### src/shared/cpm_map.vh
`ifndef CPM_MAP_VH
`define CPM_MAP_VH
// ****************************************
// register offsets (byte addresses are 4x)
// ****************************************
`define CPM_OFS_POWER_CONTROL      8'h87
`define CPM_OFS_MEMORY_WAIT_CONFIG 8'h8E
`define CPM_OFS_PORT1_WAKE_ENABLE  8'h91
`define CPM_OFS_CPU_DIVIDER_SELECT 8'hE5
`define CPM_OFS_CLOCK_APPLY_CMD    8'hE6
`define CPM_OFS_WAKE_CONTROL       8'hF0
// ****************************************
// field positions
// ****************************************
`define CPM_PC_IDLE_BIT      0
`define CPM_PC_STOP_BIT      1
`define CPM_PC_FLAG_BIT      2
`define CPM_PC_UPSEL_BIT     3
`define CPM_MW_XRD_LSB       0
`define CPM_MW_XWR_BIT       3
`define CPM_MW_PRD_LSB       4
`define CPM_WC_RC_OSC_BIT    0
// ****************************************
// reset values and codes
// ****************************************
`define CPM_RST_PROG_WAIT    3'h7
`define CPM_RST_XRAM_WAIT    3'h1
`define CPM_RST_DIVIDER      3'h7
`define CPM_RST_UPSEL        1'h1
`define CPM_APPLY_CODE       8'h69
`define CPM_XWR_EXTRA        3'h1
// ****************************************
// settling interval, in oscillator enables
// ****************************************
`define CPM_SETTLE_XTAL      12'h800
`define CPM_SETTLE_RC        12'h040
`define CPM_SETTLE_LOW       3'h5
`endif

### src/verilog/cpm_wait_gen.v
`timescale 1ns/10ps
`include "cpm_map.vh"
// ****************************************
// memory access stretcher
// ****************************************
module cpm_wait_gen (
  // clock and reset
  input  wire       clk_i,
  input  wire       rst_i,
  // access request from core
  input  wire       start_i,
  input  wire [2:0] extra_i,
  // wait back to core
  output reg        wait_o
);
  reg [2:0] cnt_r;

  // wait asserts for exactly extra_i cycles after start
  always @(posedge clk_i) begin
    if (rst_i) begin
      cnt_r  <= 3'h0;
      wait_o <= 1'b0;
    end else if (start_i && (cnt_r == 3'h0)) begin
      cnt_r  <= extra_i;
      wait_o <= (extra_i != 3'h0);
    end else if (cnt_r != 3'h0) begin
      cnt_r  <= cnt_r - 3'h1;
      wait_o <= (cnt_r != 3'h1);
    end else begin
      wait_o <= 1'b0;
    end
  end
endmodule // cpm_wait_gen

### src/verilog/cpm_ctrl.v
`timescale 1ns/10ps
`include "cpm_map.vh"
// Operation
// - program reads stretched by 0..7 cycles, reset 7
// - xram reads stretched by 0..7, reset 1
// - write extension bit adds one xram write cycle
// - cpu divider 128 down to 1, reset /1
// - code 0x69 applies pending divider selection
// - upper address from port2 latch or zero
// - stop bit halts cpu, peripherals, oscillator
// - idle bit gates only cpu clock
// - port1 pin wakes only when enabled
// - wake clears mode bit in hardware
// - stop wakes on pins; idle also interrupts
// - stop wake waits oscillator settling interval
module cpm_ctrl (
  // clock and reset
  input  wire        clk_i,
  input  wire        rst_i,
  // wishbone slave
  input  wire        cyc_i,
  input  wire        stb_i,
  input  wire        we_i,
  input  wire [9:0]  adr_i,
  input  wire [3:0]  sel_i,
  input  wire [31:0] dat_i,
  output reg  [31:0] dat_o,
  output reg         ack_o,
  // oscillator side
  input  wire        osc_tick_i,
  input  wire        lowosc_tick_i,
  // memory access timing
  input  wire        prog_rd_i,
  input  wire        xram_rd_i,
  input  wire        xram_wr_i,
  input  wire        xram_indirect_i,
  input  wire [7:0]  port2_output_latch_i,
  output reg         prog_wait_o,
  output reg         xram_wait_o,
  output reg  [7:0]  xram_upper_addr_o,
  // ports and interrupt wake sources
  input  wire [7:0]  port0_pins_i,
  input  wire [7:0]  port1_pins_i,
  input  wire        irq_pending_i,
  input  wire        global_irq_en_i,
  // clock and power outputs
  output reg         cpu_clk_en_o,
  output reg         cpu_halt_o,
  output reg         periph_halt_o,
  output reg         osc_stop_o,
  output reg  [2:0]  cpu_divider_code_o
);
  // ****************************************
  // state encodings
  // ****************************************
  localparam [3:0] ST_RUN    = 4'h1;
  localparam [3:0] ST_IDLE   = 4'h2;
  localparam [3:0] ST_STOP   = 4'h4;
  localparam [3:0] ST_SETTLE = 4'h8;

  // ****************************************
  // registers
  // ****************************************
  reg [2:0]  program_read_wait_r;
  reg [2:0]  xram_read_wait_r;
  reg        xram_write_extend_r;
  reg [2:0]  cpu_divider_sel_r;
  reg [2:0]  active_div_r;
  reg        upper_address_select_r;
  reg        general_flag_r;
  reg        idle_r;
  reg        stop_r;
  reg [7:0]  port1_wake_enable_r;
  reg        rc_osc_r;
  reg [3:0]  state_r;
  reg [3:0]  state_nxt;
  reg [7:0]  p0_last_r;
  reg [7:0]  p1_last_r;
  reg [11:0] settle_hi_r;
  reg [2:0]  settle_lo_r;
  reg [6:0]  div_cnt_r;
  wire       prog_wait_w;
  wire       xrd_wait_w;

  // word index decode, used by read and write paths
  function is_reg;
    input [9:0] a;
    input [7:0] ofs;
    begin
      is_reg = (a[9:2] == ofs);
    end
  endfunction

  wire wb_req = cyc_i & stb_i & ~ack_o;
  wire wr_lo  = wb_req & we_i & sel_i[0];

  // ****************************************
  // bus answer: one-cycle ack, any address
  // ****************************************
  always @(posedge clk_i) begin
    if (rst_i) begin
      ack_o <= 1'b0;
      dat_o <= 32'h0;
    end else begin
      ack_o <= wb_req;
      dat_o <= 32'h0;
      if (wb_req && !we_i) begin
        if (is_reg(adr_i[9:0], `CPM_OFS_MEMORY_WAIT_CONFIG))
          dat_o[7:0] <= {1'b0, program_read_wait_r, xram_write_extend_r, xram_read_wait_r};
        else if (is_reg(adr_i[9:0], `CPM_OFS_CPU_DIVIDER_SELECT))
          dat_o[7:0] <= {5'h0, cpu_divider_sel_r};
        else if (is_reg(adr_i[9:0], `CPM_OFS_POWER_CONTROL))
          dat_o[7:0] <= {4'h0, upper_address_select_r, general_flag_r, stop_r, idle_r};
        else if (is_reg(adr_i[9:0], `CPM_OFS_PORT1_WAKE_ENABLE))
          dat_o[7:0] <= port1_wake_enable_r;
        else if (is_reg(adr_i[9:0], `CPM_OFS_WAKE_CONTROL))
          dat_o[7:0] <= {7'h0, rc_osc_r};
        // command register and unmapped words read zero
      end
    end
  end

  // ****************************************
  // configuration registers
  // ****************************************
  always @(posedge clk_i) begin
    if (rst_i) begin
      program_read_wait_r    <= `CPM_RST_PROG_WAIT;
      xram_read_wait_r       <= `CPM_RST_XRAM_WAIT;
      xram_write_extend_r    <= 1'b0;
      cpu_divider_sel_r      <= `CPM_RST_DIVIDER;
      active_div_r           <= `CPM_RST_DIVIDER;
      upper_address_select_r <= `CPM_RST_UPSEL;
      general_flag_r         <= 1'b0;
      port1_wake_enable_r    <= 8'h00;
      rc_osc_r               <= 1'b0;
    end else if (wr_lo) begin
      if (is_reg(adr_i, `CPM_OFS_MEMORY_WAIT_CONFIG)) begin
        program_read_wait_r <= dat_i[`CPM_MW_PRD_LSB+2:`CPM_MW_PRD_LSB];
        xram_write_extend_r <= dat_i[`CPM_MW_XWR_BIT];
        xram_read_wait_r    <= dat_i[`CPM_MW_XRD_LSB+2:`CPM_MW_XRD_LSB];
      end
      if (is_reg(adr_i, `CPM_OFS_CPU_DIVIDER_SELECT))
        cpu_divider_sel_r <= dat_i[2:0];
      // only the apply code moves the pending selection
      if (is_reg(adr_i, `CPM_OFS_CLOCK_APPLY_CMD) && dat_i[7:0] == `CPM_APPLY_CODE)
        active_div_r <= cpu_divider_sel_r;
      if (is_reg(adr_i, `CPM_OFS_POWER_CONTROL)) begin
        upper_address_select_r <= dat_i[`CPM_PC_UPSEL_BIT];
        general_flag_r         <= dat_i[`CPM_PC_FLAG_BIT];
      end
      if (is_reg(adr_i, `CPM_OFS_PORT1_WAKE_ENABLE))
        port1_wake_enable_r <= dat_i[7:0];
      if (is_reg(adr_i, `CPM_OFS_WAKE_CONTROL))
        rc_osc_r <= dat_i[`CPM_WC_RC_OSC_BIT];
    end
  end

  // ****************************************
  // wake detection
  // ****************************************
  // level change on port 0 always, port 1 only where enabled
  wire pin_wake = (|(port0_pins_i ^ p0_last_r)) |
                  (|((port1_pins_i ^ p1_last_r) & port1_wake_enable_r));
  wire irq_wake = irq_pending_i & global_irq_en_i;
  wire pc_wr    = wr_lo & is_reg(adr_i, `CPM_OFS_POWER_CONTROL);
  wire settled  = (settle_hi_r == 12'h0) && (settle_lo_r == 3'h0);

  always @(posedge clk_i) begin
    if (rst_i) begin
      p0_last_r <= 8'h00;
      p1_last_r <= 8'h00;
    end else begin
      p0_last_r <= port0_pins_i;
      p1_last_r <= port1_pins_i;
    end
  end

  // ****************************************
  // power mode machine
  // ****************************************
  always @* begin
    state_nxt = state_r;
    case (state_r)
      ST_RUN: begin
        // stop outranks idle if both written together
        if (pc_wr && dat_i[`CPM_PC_STOP_BIT])
          state_nxt = ST_STOP;
        else if (pc_wr && dat_i[`CPM_PC_IDLE_BIT])
          state_nxt = ST_IDLE;
      end
      ST_IDLE: begin
        if (pin_wake || irq_wake)
          state_nxt = ST_RUN;
      end
      ST_STOP: begin
        if (pin_wake)
          state_nxt = ST_SETTLE;
      end
      ST_SETTLE: begin
        if (settled)
          state_nxt = ST_RUN;
      end
      default: state_nxt = ST_RUN;
    endcase
  end

  always @(posedge clk_i) begin
    if (rst_i) begin
      state_r     <= ST_RUN;
      idle_r      <= 1'b0;
      stop_r      <= 1'b0;
      settle_hi_r <= 12'h0;
      settle_lo_r <= 3'h0;
    end else begin
      state_r <= state_nxt;
      idle_r  <= (state_nxt == ST_IDLE);
      stop_r  <= (state_nxt == ST_STOP) || (state_nxt == ST_SETTLE);
      // settling: high-speed count then low-speed count
      if (state_r == ST_STOP && state_nxt == ST_SETTLE) begin
        settle_hi_r <= rc_osc_r ? `CPM_SETTLE_RC : `CPM_SETTLE_XTAL;
        settle_lo_r <= `CPM_SETTLE_LOW;
      end else if (state_r == ST_SETTLE) begin
        if (settle_hi_r != 12'h0) begin
          if (osc_tick_i)
            settle_hi_r <= settle_hi_r - 12'h1;
        end else if (settle_lo_r != 3'h0 && lowosc_tick_i) begin
          settle_lo_r <= settle_lo_r - 3'h1;
        end
      end
    end
  end

  // ****************************************
  // cpu clock divider and gating
  // ****************************************
  // terminal count 2^(7-code)-1: code 0 -> /128, code 7 -> /1
  wire [6:0] div_term = (7'h7F >> active_div_r);
  wire       div_hit  = (div_cnt_r == div_term);

  always @(posedge clk_i) begin
    if (rst_i) begin
      div_cnt_r          <= 7'h0;
      cpu_clk_en_o       <= 1'b0;
      cpu_halt_o         <= 1'b0;
      periph_halt_o      <= 1'b0;
      osc_stop_o         <= 1'b0;
      cpu_divider_code_o <= `CPM_RST_DIVIDER;
    end else begin
      // counter frozen in stop since the oscillator is off
      if (state_r != ST_STOP)
        div_cnt_r <= div_hit ? 7'h0 : div_cnt_r + 7'h1;
      cpu_clk_en_o       <= div_hit && (state_nxt == ST_RUN);
      cpu_halt_o         <= (state_nxt != ST_RUN);
      periph_halt_o      <= (state_nxt == ST_STOP) || (state_nxt == ST_SETTLE);
      osc_stop_o         <= (state_nxt == ST_STOP);
      cpu_divider_code_o <= active_div_r;
    end
  end

  // ****************************************
  // memory wait states and upper address
  // ****************************************
  cpm_wait_gen u_prog_wait (
    .clk_i   (clk_i),
    .rst_i   (rst_i),
    .start_i (prog_rd_i),
    .extra_i (program_read_wait_r),
    .wait_o  (prog_wait_w)
  );

  cpm_wait_gen u_xram_wait (
    .clk_i   (clk_i),
    .rst_i   (rst_i),
    .start_i (xram_rd_i | (xram_wr_i & xram_write_extend_r)),
    .extra_i (xram_rd_i ? xram_read_wait_r : `CPM_XWR_EXTRA),
    .wait_o  (xrd_wait_w)
  );

  // writes share the xram stretcher: a read and a write never overlap,
  // so one counter serves both directions

  always @(posedge clk_i) begin
    if (rst_i) begin
      prog_wait_o       <= 1'b0;
      xram_wait_o       <= 1'b0;
      xram_upper_addr_o <= 8'h00;
    end else begin
      prog_wait_o <= prog_wait_w;
      xram_wait_o <= xrd_wait_w;
      // port2 latch on an indirect access when select is 0, zero otherwise
      if (xram_indirect_i && !upper_address_select_r)
        xram_upper_addr_o <= port2_output_latch_i;
      else
        xram_upper_addr_o <= 8'h00;
    end
  end
endmodule // cpm_ctrl

### config.mk
export PLATFORM = sky130hd
export DESIGN_NAME = cpm_ctrl
export DESIGN_NICKNAME = d
export VERILOG_FILES = /design/src/verilog/cpm_wait_gen.v /design/src/verilog/cpm_ctrl.v
export VERILOG_INCLUDE_DIRS = /design/src /design/src/shared
export SDC_FILE = /design/constraint.sdc
export NUM_CORES = 1
export LEC_CHECK = 0
export BUFFER_PORTS_ARGS = -buffer_cell sky130_fd_sc_hd__buf_2
export CAP_MARGIN = 20
export CORE_ASPECT_RATIO = 1.5
export CORE_UTILIZATION = 45
export CTS_CLUSTER_DIAMETER = 30
export DETAILED_ROUTE_END_ITERATION = 10
export PLACE_DENSITY = 0.77
export SLEW_MARGIN = 20
export SYNTH_ARGS = -nofsm -noshare
export SYNTH_HDL_FRONTEND = slang
export SYNTH_SLANG_ARGS = --single-unit
### constraint.sdc
create_clock -name clk_i -period 2.6 [get_ports clk_i]
set_clock_uncertainty 0.15 [all_clocks]
set_input_delay 0.13 -clock clk_i [delete_from_list [all_inputs] [get_ports clk_i]]
set_output_delay 0.13 -clock clk_i [all_outputs]
set_load 0.05 [all_outputs]
==> impl_metrics.json <==
{
  "synthesis.instances": 512,
  "hold_ws_ns": 0.0278,
  "yosysUniqueCellTypes": 57,
  "wl_um": 11100,
  "routedWlPerCell_um": 14.8,
  "synth.area.mux_share_pct": 2.16,
  "cts_tree": "built",
  "synth-seq-cells": 101,
  "place_hpwl_um": 7840,
  "cts.htree.levels": 3,
  "clkSlewWorstSetupHoldPaths_ns": 0.07,
  "coreArea_mm2": 0.0101,
  "die_area_mm2": 0.0107,
  "async_flop_share_pct": 0,
  "global_route.usage.total_pct": 21.6,
  "leakagePower_nw": 2.32,
  "synth_top_cells_by_area": "dfxtp_1, buf_4, xor2_1",
  "yosysTopAreaCell": "dfxtp_1",
  "rrSetupSlack_ns": 0.14,
  "ys_seq_area_share_pct": 43.7,
  "die_x_um": 84.8,
  "hold_viol": 0,
  "drv_slew": 0,
  "cp.arrival_ns": 2.60,
  "drtIter0Drc": 224,
  "dieHeight_um": 126,
  "total_power_mw": 3.55,
  "hp-class": "input port to flop",
  "path_class": "flop to flop",
  "io_pins": 133,
  "grt_start_max_net_pins": 37,
  "cts_setup_buffers": 0,
  "grt_pass1_wl_um": 18100,
  "status": "finished, violations left",
  "startpoint_type": "flop",
  "avgViaCountPerCell": 5.46,
  "tightestPinTransition_ns": 0.725,
  "setup_viol_count_final": 0,
  "synth_area_mm2": 0.00462,
  "start_util_pct": 45.9,
  "numCtsBuffers": 9,
  "vias": 4105,
  "routabilityCongestion": 0.966,
  "clock-root-buffer": "clkbuf_16",
  "clock-sinks": 101,
  "nNetsFinal": 723,
  "setup_tns_ns": 0,
  "synth_flop_cell": "dfxtp_1",
  "io_buffer_count": 79,
  "synth_fa_ha_area_share_pct": 2.98,
  "rows": 45,
  "clockBufferDepth": 2,
  "path_max_fanout": 12,
  "clk_latency_ns": 0.35,
  "drcViolationCount": 6,
  "endpoint_kind": "flop",
  "area_growth_pct": 24.0,
  "dr.pass1.iters": 8,
  "power.density_mw_per_mm2": 620,
  "ir_worst_vdd_uv": 390,
  "synth_top_area_share_pct": 43.7,
  "max_freq_mhz": 407,
  "antenna_found_initial": 1,
  "synth_top_family_by_area": "simple AND/OR/NAND/NOR gates",
  "rsz0062_at_grt": "no",
  "grt_overflow": 0,
  "synth_area_per_cell_um2": 9.03,
  "relSlewSlack_pct": 51.2,
  "drive_gt1_share_pct": 19.1,
  "finalCritPeriodShare_pct": 94.4,
  "yosys.area_share.simple_pct": 24.6,
  "violations": "DRC",
  "yosysWarnings": 0,
  "synth_edf_count": 0,
  "cap_violations": 0,
  "crit_required_ns": 2.74,
  "ant_nets": 0,
  "synth_xor_xnor_area_share_pct": 6.25,
  "grt_pass1_vias": 3883,
  "synth_compound_area_share_pct": 13.0,
  "min_period_ns": 2.46
}
-- through the flow --
step	setup slack (ns)	utilization [%]	area (µm²)	cells
2_1_floorplan	0.250	-	4710	535
3_3_place_gp	0.197	50.5	5090	700
3_5_place_dp	0.151	50.5	5090	700
4_1_cts	0.131	56.9	5730	751
5_1_grt	0.0288	56.9	5740	752
6_report	0.145	56.9	5740	752
-- cell usage in the layout (no fill, tap or decap), drive strengths merged, types with 5 or more instances in the layout --
cell type,netlist,final
o21ai,5,5
buf,27,92
nor2,37,37
mux2i,10,10
a31oi,7,7
conb,1,24
dfxtp,101,101
clkbuf,17,10
nand2,43,43
nor2b,22,22
xor2,20,20
nor4,8,8
nand4,15,15
ha,11,11
nand3b,6,6
a211oi,9,9
a22oi,6,6
inv,20,24
and2,10,10
nand3,20,20
nor3,14,14
xnor2,13,13
or3,5,5
a21oi,26,26
dlygate4sd3,0,35
-- state kept, by name (all words and copies together) (netlist names), 3 cells and up --
name                 count
u_xram_wait.cnt_r        3
settle_hi_r             12
xram_read_wait_r         3
u_prog_wait.cnt_r        3
div_cnt_r                7
cpu_divider_code_o       3
p0_last_r                8
active_div_r             3
p1_last_r                8
program_read_wait_r      3
port1_wake_enable_r      8
cpu_divider_sel_r        3
xram_upper_addr_o        8
dat_o                    8
state_r                  4
settle_lo_r              3
-- path summary, 6_finish.rpt --
| kind | start | cells past startpoint | end |
|---|---|---|---|
| max | settle_hi_r[0] | 8 | settle_lo_r[2] |
| min reg2reg | u_prog_wait.wait_o | 1 | prog_wait_o |
| max reg2reg | settle_hi_r[0] | 8 | settle_lo_r[2] |
| min | adr_i[4] | 4 | rc_osc_r |
-- layout make-up --
class	instances	area, µm²
clock buffer	10	239
timing repair buffer	127	843
antenna	1	2.50
inverter	20	75.1
sequential	101	2020
fill	896	4340
clock inverter	6	51.3
multi-input combinational	370	2360
tap	117	146
-- synth_stat cells (5+ instances only) --
cell type,instances
clkbuf_1,17
xnor2_1,13
xor2_1,20
dfxtp_1,101
buf_4,24
nand3b_1,6
nor2b_1,22
o21ai_0,5
ha_1,11
a31oi_1,7
nor3_1,14
nand4_1,15
a22oi_1,6
a211oi_1,9
inv_1,20
nor4_1,6
a21oi_1,26
nand2_1,43
mux2i_1,10
nor2_1,36
nand3_1,20
and2_1,9
-- layer usage --
metal	global-route usage, %	routed length (µm)
met2	38.5	5740
met1	23.1	4300
met3	4.46	506
met5	0	0
met4	13.4	559
-- worst max-delay path, stage by stage, from the launching register on --
cell	delay (ns)
dfxtp_1	0.33
inv_1	0.09
ha_1	0.14
or4b_2	0.62
or3_4	0.43
nor4_4	0.18
buf_4	0.17
mux2i_1	0.18
o21a_1	0.12
-- power breakdown --
| part | switching [mW] | leakage [nW] | internal (mW) |
|---|---|---|---|
| registers | 0.0429 | 0.822 | 1.62 |
| clock network | 0.609 | 0.146 | 0.693 |
| logic | 0.356 | 1.36 | 0.228 |
-- cells by family after synthesis --
| family | after synthesis |
|---|---|
| muxes | 10 |
| adders and majority gates | 11 |
| buffers and inverters | 64 |
| DFF | 101 |
| AOI/OAI and AO/OA | 87 |
| other | 1 |
| and+or+nand+nor | 205 |
| xor gates and xnor gates | 33 |
-- repair_timing --
item | 4_1_cts | 5_1_grt
gates resized for setup | 0 | 0
hold buffers | 35 | 0
endpoints found under the hold margin | 48 | 0
No activity file was read; power rests on OpenSTA's default activity.
